<file path="src/tws_pkg.sv">
// Constants, state enumeration and state record of the two-wire slave.
package tws_pkg;
  // ----------------------------------------------------------------
  // Register offsets and field positions
  // ----------------------------------------------------------------
  localparam logic [1:0] OFS_OWN = 2'h0;
  localparam logic [1:0] OFS_CTRL = 2'h1;
  localparam logic [1:0] OFS_STAT = 2'h2;
  localparam logic [1:0] OFS_DATA = 2'h3;
  localparam int B_IRQ = 7;
  localparam int B_AE = 6;
  localparam int B_STA = 5;
  localparam int B_STO = 4;
  localparam int B_WC = 3;
  localparam int B_EN = 2;
  localparam int B_IE = 0;
  localparam int B_GCE = 0;
  // ----------------------------------------------------------------
  // Status codes, low three bits always zero
  // ----------------------------------------------------------------
  localparam logic [7:0] ST_BERR = 8'h00;
  localparam logic [7:0] ST_START = 8'h08;
  localparam logic [7:0] ST_SLA_W = 8'h60;
  localparam logic [7:0] ST_ARB_W = 8'h68;
  localparam logic [7:0] ST_GCA = 8'h70;
  localparam logic [7:0] ST_ARB_GCA = 8'h78;
  localparam logic [7:0] ST_RX_ACK = 8'h80;
  localparam logic [7:0] ST_RX_NACK = 8'h88;
  localparam logic [7:0] ST_GC_ACK = 8'h90;
  localparam logic [7:0] ST_GC_NACK = 8'h98;
  localparam logic [7:0] ST_STOP_RX = 8'hA0;
  localparam logic [7:0] ST_SLA_R = 8'hA8;
  localparam logic [7:0] ST_ARB_R = 8'hB0;
  localparam logic [7:0] ST_TX_ACK = 8'hB8;
  localparam logic [7:0] ST_TX_NACK = 8'hC0;
  localparam logic [7:0] ST_LAST_ACK = 8'hC8;
  localparam logic [7:0] ST_NONE = 8'hF8;
  // ----------------------------------------------------------------
  // Timing
  // ----------------------------------------------------------------
  localparam int CLK_NS = 50;
  localparam int START_HOLD_NS = 4000;
  localparam logic [7:0] START_HOLD_CYC =
    8'((START_HOLD_NS + CLK_NS - 1) / CLK_NS);
  localparam logic [3:0] BITS_BYTE = 4'h8;
  // ----------------------------------------------------------------
  // State
  // ----------------------------------------------------------------
  typedef enum logic [3:0] {
    S_IDLE, S_ADDR, S_AACK, S_RX, S_RACK, S_TX, S_TACK,
    S_IGN, S_EXIT, S_BERR, S_SGEN, S_MHOLD
  } tws_state_t;
  typedef struct packed {
    tws_state_t st;
    logic [1:0] scl_s;
    logic [1:0] sda_s;
    logic scl_d;
    logic sda_d;
    logic busy, arb, gc, rw, ack, last, ld;
    logic [7:0] own, data, sh, stat, cnt, rdata;
    logic [1:0] presc;
    logic irq, ae, sta, sto, wc, en, ie;
    logic [3:0] bits;
    logic scl_oe, sda_oe, wake, pin_lo;
  } tws_q_t;
  localparam tws_q_t Q_RST = '0;
endpackage

</file>
<file path="src/tws_slave.sv">
// Two-wire slave receiver and transmitter with register port.
//
// Chosen here: strobed register access and the register addresses.
`timescale 1ns/1ps
// Behaviour
// - General-call data acked: 0x90, ack per enable
// - General-call data nacked: 0x98, then unaddressed
// - Stop or restart while addressed as receiver: 0xA0
// - Exit with ack off ignores all addresses
// - Exit with ack on: own, gated general call
// - Pending start request issued when bus free
// - Own address upper bits, LSB enables general call
// - Read bit selects transmit, write selects receive
// - Address match sets flag and valid status
// - Lost arbitration then own read: 0xB0
// - Ack off sends last byte, 0xC0/0xC8
// - After last byte release SDA, ignore master
// - Ack off isolates, monitoring continues
// - Sleep still recognises address with ack on
// - Sleep match wakes, holds SCL till clear
// - Data register not updated while asleep
// - Own read address acked: 0xA8, load data
// - Byte acked by master: 0xB8, send next
// - Misplaced start or stop: bus error 0x00
module tws_slave (
  input wire logic ref_clk,
  input wire logic reset,
  input wire logic [1:0] reg_addr,
  input wire logic [7:0] reg_wdata,
  input wire logic reg_wr,
  input wire logic reg_rd,
  output logic [7:0] reg_rdata,
  input wire logic scl_in,
  output logic scl_out,
  output logic scl_oe,
  input wire logic sda_in,
  output logic sda_out,
  output logic sda_oe,
  input wire logic sleep_mode,
  output logic wake
);
  import tws_pkg::*;

  tws_q_t q;
  tws_q_t d;
  logic scl;
  logic sda;
  logic scl_rise;
  logic scl_fall;
  logic bus_start;
  logic bus_stop;
  logic set_irq;
  logic [7:0] code;
  logic own_hit;
  logic gc_hit;

  // ----------------------------------------------------------------
  // Register read decode
  // ----------------------------------------------------------------
  function automatic logic [7:0] rd_val(input tws_q_t s,
                                        input logic [1:0] a);
    logic [7:0] v;
    v = 8'h00;
    case (a)
      OFS_OWN: v = s.own;
      OFS_CTRL: v = {s.irq, s.ae, s.sta, s.sto, s.wc, s.en, 1'b0, s.ie};
      OFS_STAT: v = {(s.irq ? s.stat[7:3] : ST_NONE[7:3]), 1'b0, s.presc};
      OFS_DATA: v = s.data;
      default: v = 8'h00;
    endcase
    return v;
  endfunction

  // The first synchroniser stage feeds only the second.
  assign scl = q.scl_s[1];
  assign sda = q.sda_s[1];
  assign scl_rise = scl & ~q.scl_d;
  assign scl_fall = ~scl & q.scl_d;
  assign bus_start = scl & q.scl_d & q.sda_d & ~sda;
  assign bus_stop = scl & q.scl_d & ~q.sda_d & sda;
  assign own_hit = q.ae && (q.sh[7:1] == q.own[7:1]);
  assign gc_hit = q.ae && q.own[B_GCE] && (q.sh == 8'h00);

  // ----------------------------------------------------------------
  // Next state
  // ----------------------------------------------------------------
  always_comb begin
    d = q;
    set_irq = 1'b0;
    code = q.stat;
    d.scl_s = {q.scl_s[0], scl_in};
    d.sda_s = {q.sda_s[0], sda_in};
    d.scl_d = scl;
    d.sda_d = sda;
    d.wake = 1'b0;
    d.pin_lo = 1'b0;
    d.rdata = 8'h00;
    if (bus_start) begin
      d.busy = 1'b1;
    end
    if (bus_stop) begin
      d.busy = 1'b0;
    end
    if (reg_rd) begin
      d.rdata = rd_val(q, reg_addr);
    end
    if (reg_wr) begin
      case (reg_addr)
        OFS_OWN: d.own = reg_wdata;
        OFS_CTRL: begin
          d.ae = reg_wdata[B_AE];
          d.sta = reg_wdata[B_STA];
          d.sto = reg_wdata[B_STO];
          d.en = reg_wdata[B_EN];
          d.ie = reg_wdata[B_IE];
          if (reg_wdata[B_IRQ]) begin
            d.irq = 1'b0;
          end
        end
        OFS_STAT: d.presc = reg_wdata[1:0];
        OFS_DATA: begin
          // Loading data behind a running transfer would corrupt it.
          if (q.irq) begin
            d.data = reg_wdata;
            d.wc = 1'b0;
          end else begin
            d.wc = 1'b1;
          end
        end
        default: d.wc = q.wc;
      endcase
    end
    case (q.st)
      S_IDLE: begin
        if (bus_start) begin
          d.arb = q.sta;
          d.st = S_ADDR;
          d.bits = 4'h0;
        end else if (q.sta && !q.busy && !q.irq) begin
          d.st = S_SGEN;
          d.cnt = 8'h00;
          d.sda_oe = 1'b1;
          d.sta = 1'b0;
        end
      end
      S_IGN: begin
        if (bus_start) begin
          d.arb = q.sta;
          d.st = S_ADDR;
          d.bits = 4'h0;
        end else if (bus_stop) begin
          // Back to idle so a pending start request can go out.
          d.st = S_IDLE;
        end
      end
      S_ADDR: begin
        if (scl_rise) begin
          d.sh = {q.sh[6:0], sda};
          d.bits = q.bits + 4'h1;
        end else if (scl_fall && q.bits == BITS_BYTE) begin
          if (own_hit || gc_hit) begin
            d.sda_oe = 1'b1;
            d.gc = gc_hit;
            d.rw = q.sh[0];
            d.st = S_AACK;
            d.wake = sleep_mode;
          end else begin
            d.st = S_IGN;
          end
        end
      end
      S_AACK: begin
        if (scl_fall) begin
          d.sda_oe = 1'b0;
          set_irq = 1'b1;
          d.bits = 4'h0;
          d.ld = 1'b1;
          d.arb = 1'b0;
          if (q.rw) begin
            d.st = S_TX;
            code = q.arb ? ST_ARB_R : ST_SLA_R;
          end else begin
            d.st = S_RX;
            if (q.gc) begin
              code = q.arb ? ST_ARB_GCA : ST_GCA;
            end else begin
              code = q.arb ? ST_ARB_W : ST_SLA_W;
            end
          end
        end
      end
      S_RX: begin
        if (scl_rise) begin
          d.sh = {q.sh[6:0], sda};
          d.bits = q.bits + 4'h1;
        end else if (scl_fall && q.bits == BITS_BYTE) begin
          d.ack = q.ae;
          d.sda_oe = q.ae;
          d.st = S_RACK;
        end
      end
      S_RACK: begin
        if (scl_fall) begin
          d.sda_oe = 1'b0;
          // The sleeping clock tree cannot capture the byte.
          if (!sleep_mode) begin
            d.data = q.sh;
          end
          set_irq = 1'b1;
          d.bits = 4'h0;
          if (q.gc) begin
            code = q.ack ? ST_GC_ACK : ST_GC_NACK;
          end else begin
            code = q.ack ? ST_RX_ACK : ST_RX_NACK;
          end
          d.st = q.ack ? S_RX : S_EXIT;
        end
      end
      S_TX: begin
        if (q.ld) begin
          if (!q.irq) begin
            d.sh = q.data;
            d.last = ~q.ae;
            d.ld = 1'b0;
            d.sda_oe = ~q.data[7];
          end
        end else if (scl_fall) begin
          if (q.bits == BITS_BYTE - 4'h1) begin
            d.sda_oe = 1'b0;
            d.st = S_TACK;
          end else begin
            d.sh = {q.sh[6:0], 1'b0};
            d.sda_oe = ~q.sh[6];
            d.bits = q.bits + 4'h1;
          end
        end
      end
      S_TACK: begin
        if (scl_rise) begin
          d.ack = ~sda;
        end else if (scl_fall) begin
          set_irq = 1'b1;
          d.bits = 4'h0;
          if (q.ack && !q.last) begin
            code = ST_TX_ACK;
            d.st = S_TX;
            d.ld = 1'b1;
          end else begin
            code = (q.ack && q.last) ? ST_LAST_ACK : ST_TX_NACK;
            d.st = S_EXIT;
          end
        end
      end
      S_EXIT: begin
        if (!q.irq) begin
          d.st = S_IDLE;
        end
      end
      S_BERR, S_MHOLD: begin
        if (!q.irq && q.sto) begin
          d.st = S_IDLE;
          d.sto = 1'b0;
          d.sda_oe = 1'b0;
        end
      end
      S_SGEN: begin
        d.cnt = q.cnt + 8'h01;
        if (q.cnt == START_HOLD_CYC - 8'h01) begin
          set_irq = 1'b1;
          code = ST_START;
          d.st = S_MHOLD;
        end
      end
      default: d.st = S_IDLE;
    endcase
    // Frame conditions seen while taking part in a transfer.
    if ((bus_start || bus_stop) && (q.st == S_ADDR || q.st == S_AACK ||
        q.st == S_RX || q.st == S_RACK || q.st == S_TX ||
        q.st == S_TACK)) begin
      d.sda_oe = 1'b0;
      // A stop or restart always follows one SCL rise, so one counted
      // bit is still a frame boundary in the receiving states.
      if ((q.st == S_TX ? q.bits != 4'h0 : q.bits > 4'h1) ||
          q.st == S_AACK || q.st == S_RACK || q.st == S_TACK) begin
        set_irq = 1'b1;
        code = ST_BERR;
        d.st = S_BERR;
      end else if (q.st == S_RX) begin
        set_irq = 1'b1;
        code = ST_STOP_RX;
        d.st = S_EXIT;
      end else begin
        d.st = bus_start ? S_ADDR : S_IDLE;
        d.bits = 4'h0;
      end
    end
    // Hardware setting the flag wins over a clearing write.
    if (set_irq) begin
      d.irq = 1'b1;
      d.stat = code;
    end
    // Clock stretching ends only when software clears the flag or the enable bit.
    d.scl_oe = (d.irq && d.busy && (d.st == S_RX || d.st == S_TX ||
               d.st == S_EXIT)) || d.st == S_MHOLD;
    if (!q.en) begin
      d.st = S_IDLE;
      d.sda_oe = 1'b0;
      d.scl_oe = 1'b0;
    end
  end

  always_ff @(posedge ref_clk or posedge reset) begin
    if (reset) begin
      q <= Q_RST;
    end else begin
      q <= d;
    end
  end

  assign reg_rdata = q.rdata;
  assign scl_out = q.pin_lo;
  assign scl_oe = q.scl_oe;
  assign sda_out = q.pin_lo;
  assign sda_oe = q.sda_oe;
  assign wake = q.wake;
endmodule // tws_slave

</file>
<file path="config.mk">
export PLATFORM = sky130hd
export DESIGN_NAME = tws_slave
export DESIGN_NICKNAME = d
export VERILOG_FILES = /design/src/tws_pkg.sv /design/src/tws_slave.sv
export SDC_FILE = /design/constraint.sdc
export NUM_CORES = 1
export LEC_CHECK = 0
export BUFFER_PORTS_ARGS = -buffer_cell sky130_fd_sc_hd__buf_2
export CAP_MARGIN = 20
export CORE_MARGIN = 3
export CORE_UTILIZATION = 60
export CTS_CLUSTER_SIZE = 25
export DETAILED_ROUTE_END_ITERATION = 6
export GPL_TIMING_DRIVEN = 0
export PLACE_DENSITY_LB_ADDON = 0.2
export SLEW_MARGIN = 25
export SYNTH_ARGS = -nofsm -noshare
export SYNTH_HDL_FRONTEND = slang
export SYNTH_SLANG_ARGS = --single-unit
</file>
<file path="constraint.sdc">
create_clock -name ref_clk -period 6.5 [get_ports ref_clk]
set_input_delay 0.975 -clock ref_clk [delete_from_list [all_inputs] [get_ports ref_clk]]
set_output_delay 0.975 -clock ref_clk [all_outputs]
set_load 0.02 [all_outputs]
</file>
# Word level (Yosys, flattened, before mapping)

Cells that the tools add are included.

Input port bits: 17
Logic and storage cells: 276
Bits in registers: 81

$lt $le $gt $ge: 1
Bitwise gates (word level): 16
Add/sub/neg operators: 2
Mux-type cells: 126
Reduce and logical (&&, ||, !) cells: 53
Equal/unequal tests: 48

Operators by type and width:

| cell                                                                    | count |
|---|---|
| 8-bit two-way mux                                                       | 23 |
| 4-bit two-way mux                                                       | 40 |
| 8-bit case mux with 4 select lines                                      | 2 |
| 4-bit case mux with 11 select lines                                     | 1 |
| 1-bit two-way mux                                                       | 39 |
| 8-bit case mux with 2 select lines                                      | 2 |
| 4-bit == test, second input constant                                    | 7 |
| 4-bit by 3-bit == test with 1-bit output, second input constant         | 6 |
| 5-bit two-way mux                                                       | 4 |
| 4-bit by 3-bit inequality test with 1-bit output, second input constant | 5 |
| 4-bit case mux with 5 select lines                                      | 1 |
| 2-bit inequality test, second input constant                            | 9 |
| 7-bit two-way mux                                                       | 2 |
| 1-bit logical OR                                                        | 13 |
| 4-bit by 2-bit == test with 1-bit output, second input constant         | 3 |
| 1-bit logical AND                                                       | 12 |
| 4-bit inequality test, second input constant                            | 3 |
| 12-bit AND reduction                                                    | 1 |
| 2-bit two-way mux                                                       | 5 |
| 5-bit by 4-bit inequality test with 1-bit output, second input constant | 2 |
| 5-bit AND reduction                                                     | 2 |
| 3-bit inequality test, second input constant                            | 3 |
| 1-bit NOT                                                               | 9 |
| 3-bit AND reduction                                                     | 3 |
| 26 further kinds                                                        | 49 |

# Logic depth before layout (Yosys ltp)

Depth after elaboration: 14
Depth in mapped cells: 10

# Worst setup path after synthesis

No wires, ideal clock.

Path type: input port to flip-flop
From: input reg_addr[1]
To: register q (netlist bit scl_oe)
Setup time: 111 ps
Arrival: 2,422 ps
Buffers on the path: 1
Path slack: 3,967 ps
Data required time: 6,389 ps
Stages: 6
Cell sequence: clkbuf_1 nand3b_1 o21ai_0 a221o_2 o31a_2 a2111oi_2

RTL lines:

| element              | line             | text |
|---|---|---|
| from (decl)          | tws_slave.sv:28  | `input wire logic [1:0] reg_addr,` |
| to (signal assigned) | tws_slave.sv:314 | `q <= Q_RST;` |
| to (signal assigned) | tws_slave.sv:316 | `q <= d;` |
| to (decl)            | tws_slave.sv:44  | `tws_q_t q;` |

==> impl_results.md <==
- Min-Delay Path Depth: 0
- Via density: 6.54
- Via Count: 4,187
- Worst path slowest cell: a311oi_1
- CTS resizes: 0
- Worst setup EP type: flop
- Avg WL per Cell: 20.7 um
- Synth cell count leaders: 78 x dfrtp_1, 47 x nor2_1, 39 x a21oi_1
- Ranking of synthesized cells by area: dfrtp_1 42%, mux2i_1 5.1%, a21oi_1 4.2%
- Finish-stage setup viols: 0
- Worst path cell trace: buf_6, clkbuf_1, nand3_1, a311oi_1, nor3_1, a221o_2, o31a_2, a2111oi_2
- Post-CTS setup buffers: 0
- Register area share after synthesis: 41.6%
- Startpoint Class: flop
- CORE AREA: 7410 um2
- Synthesized instance count: approximately 500
- Tightest Pin Transition: 0.708 ns
- Met2 usage: ~44%
- Drt pass-1 iters: 5
- Full die area: 8920 um2
- Most used routing layer: met1
- Worst-path maximum fanout: 10
- Top cell type's share of synthesized area: 41.6%
- Placed cell area: 4980 um2
- Static Leakage: 0.00227 uW
- Die width: 94.4 um
- Post-synth EDFFs: 0
- # fillers: a little over 600
- Largest net degree at the start of global routing: 57
- WHS Endpoint: d[73]$_DFF_PP0_
- CP delay by family, top: compound AO/OA/AOI/OAI gates
- Area leader, netlist: dfrtp_1
- 1st-iter DRT viols: 476
- CTS Buffer Depth: 2
- Syn Area/Cell: 9.42 um2
- Setup repair after global routing missed its margin: false
- Reg-to-reg slack, setup: 3.41 ns
- Cts hold-fix bufs: 0
- Worst reg2reg endpoint: scl_oe$_DFF_PP0_
- Post-route cell area: a little over 5000 um2
- Global-route wire length before repair: 20,500 um
- Max cap viols: 0
- Count leader, synth: dfrtp_1
- Dpl hpwl: 9890 um
- Post-route ant nets: 0
- Mapped Area: 4690 um2
- Final Max Tran Viols: 0
- DRT Wirelength: 13,200 um
- CTS Buf Count: 9
- DRC viols: 0
- Worst setup path class: flop to flop
- FF-to-FF path depth: 8
- Ys flop type: dfrtp_1
- Number of global-route vias before repair: 3,851
- IO buf count: 26
- Initial antenna violation count: 0
- Synthesized flop and latch total: 78
- Clk pin slew, worst setup/hold paths: 0.08 ns
- Row count: 31
- Slowest stage delay, CP: 0.51 ns
- Warnings, synthesis: 0
- Crit path required time: 6.75 ns
- Post-synth cell types: 80
- Buffers & Inverters on Critical Path: 2
- FFs w/ async S/R, synth: 100%
- Area Overhead vs Synth: 9.60%
- CTS H-tree depth: 3
- Post-route minimum period: 3.09 ns
- Hold Crit Start: d[77]$_DFF_PP0_
- GR Layer Usage met1: roughly 45%
- FF-to-FF Start: q[79]$_DFF_PP0_
- Final setup TNS: 0 ns
- Total Routing Usage GR: approximately 30%
- Power density over the cells: between 300 and 400 nW/um2
- Worst Path Arrival: 3.34 ns
- Layout cells sized above 1: 19.6%
- Status: finished clean
- CTS tree: built
- Routability cong.: 0.972
- ANT cells: 0
- Starting utilization of the core area: 63.3%
- Clk sinks: 78
- Slew headroom: 52.7%
- CTS Root Cell: clkbuf_8
- Final period util: 47.5%
- Final Hold Viols: 0
- Fin nets: 559
- HP Class: flop to flop
- Die height: about 94 um
- Worst Hold Slack: 0.373 ns
- Max Clock Freq: 324 MHz
- Met3 usage: under 10%
- Maximum VDD drop: 0.000277 V
- Max Clock Skew: 0.00927 ns
- IO Pins: 30
- Worst-Skew Late Latency: 0.36 ns
- Grt ovf: 0
cell usage in the layout (no fill, tap or decap), types with 12 or more instances in the layout:
master and n:
a21oi_1 39, and2_1 12, buf_2 29, clkbuf_1 16
dfrtp_1 78, mux2_2 17, mux2i_1 24, nand2_1 35
nand3_1 13, nor2_1 47, o21ai_0 38, xor2_1 12
worst max path at each step:
stage / from / slack, ns / to / depth (start not counted)
floorplan: reset / 3.53 / d[72]$_DFF_PP0_ / 1
global placement: reset / 2.73 / q[81]$_DFF_PP0_ / 2
detailed placement: q[79]$_DFF_PP0_ / 3.55 / scl_oe$_DFF_PP0_ / 8
CTS: q[79]$_DFF_PP0_ / 3.52 / scl_oe$_DFF_PP0_ / 8
global route: q[79]$_DFF_PP0_ / 3.31 / scl_oe$_DFF_PP0_ / 8
finish: q[79]$_DFF_PP0_ / 3.41 / scl_oe$_DFF_PP0_ / 8
cell type report:
type	instances	area, um2	share of cell area, %
multi-input combinational	373	2490	48.4
timing repair buffer	27	158	3.07
clock buffer	9	124	2.41
sequential	78	1950	38.0
inverter	13	51.3	0.998
clock inverter	6	38.8	0.754
tap	99	124	2.41
buffer	35	204	3.97
sequential cells by signal, indices dropped and copies added (netlist names):
name,flops
d,4
q,63
reg_rdata,8
scl_oe,1
sda_oe,1
wake,1
report_power, final:
part	internal (uW)	switching (uW)
registers	605	153
clock network	136	185
logic	329	476
cells by family after synthesis:
family                     synth area share [%]
AOI/OAI and AO/OA                          18.2
xor gates and xnor gates                   2.43
DFF                                        41.6
adders and majority gates                  1.33
and+or+nand+nor                            21.3
other                                    0.0799
buffers and inverters                      5.39
muxes                                      9.68
per-layer routing:
layer,wire [um],up-vias,share of wire (%)
met4,354,0,2.7
met3,1370,32,10
met5,0,-,0
met2,5680,229,43
li1,-,1894,-
met1,5820,2032,44
stage by stage:
| stage | std cells | total power, uW | setup WS [ns] | utilization (%) |
|---|---|---|---|---|
| finish | 640 | 1880 | 3.41 | 69.4 |
| global route | 640 | 1990 | 3.31 | 69.4 |
| CTS | 640 | 1860 | 3.52 | 69.4 |
| detailed placement | 625 | 1540 | 3.55 | 67.2 |
| global placement | 624 | 1520 | 2.73 | 66.8 |
| floorplan | 499 | 1290 | 3.53 | - |
Power figures use the tool's default switching activity.
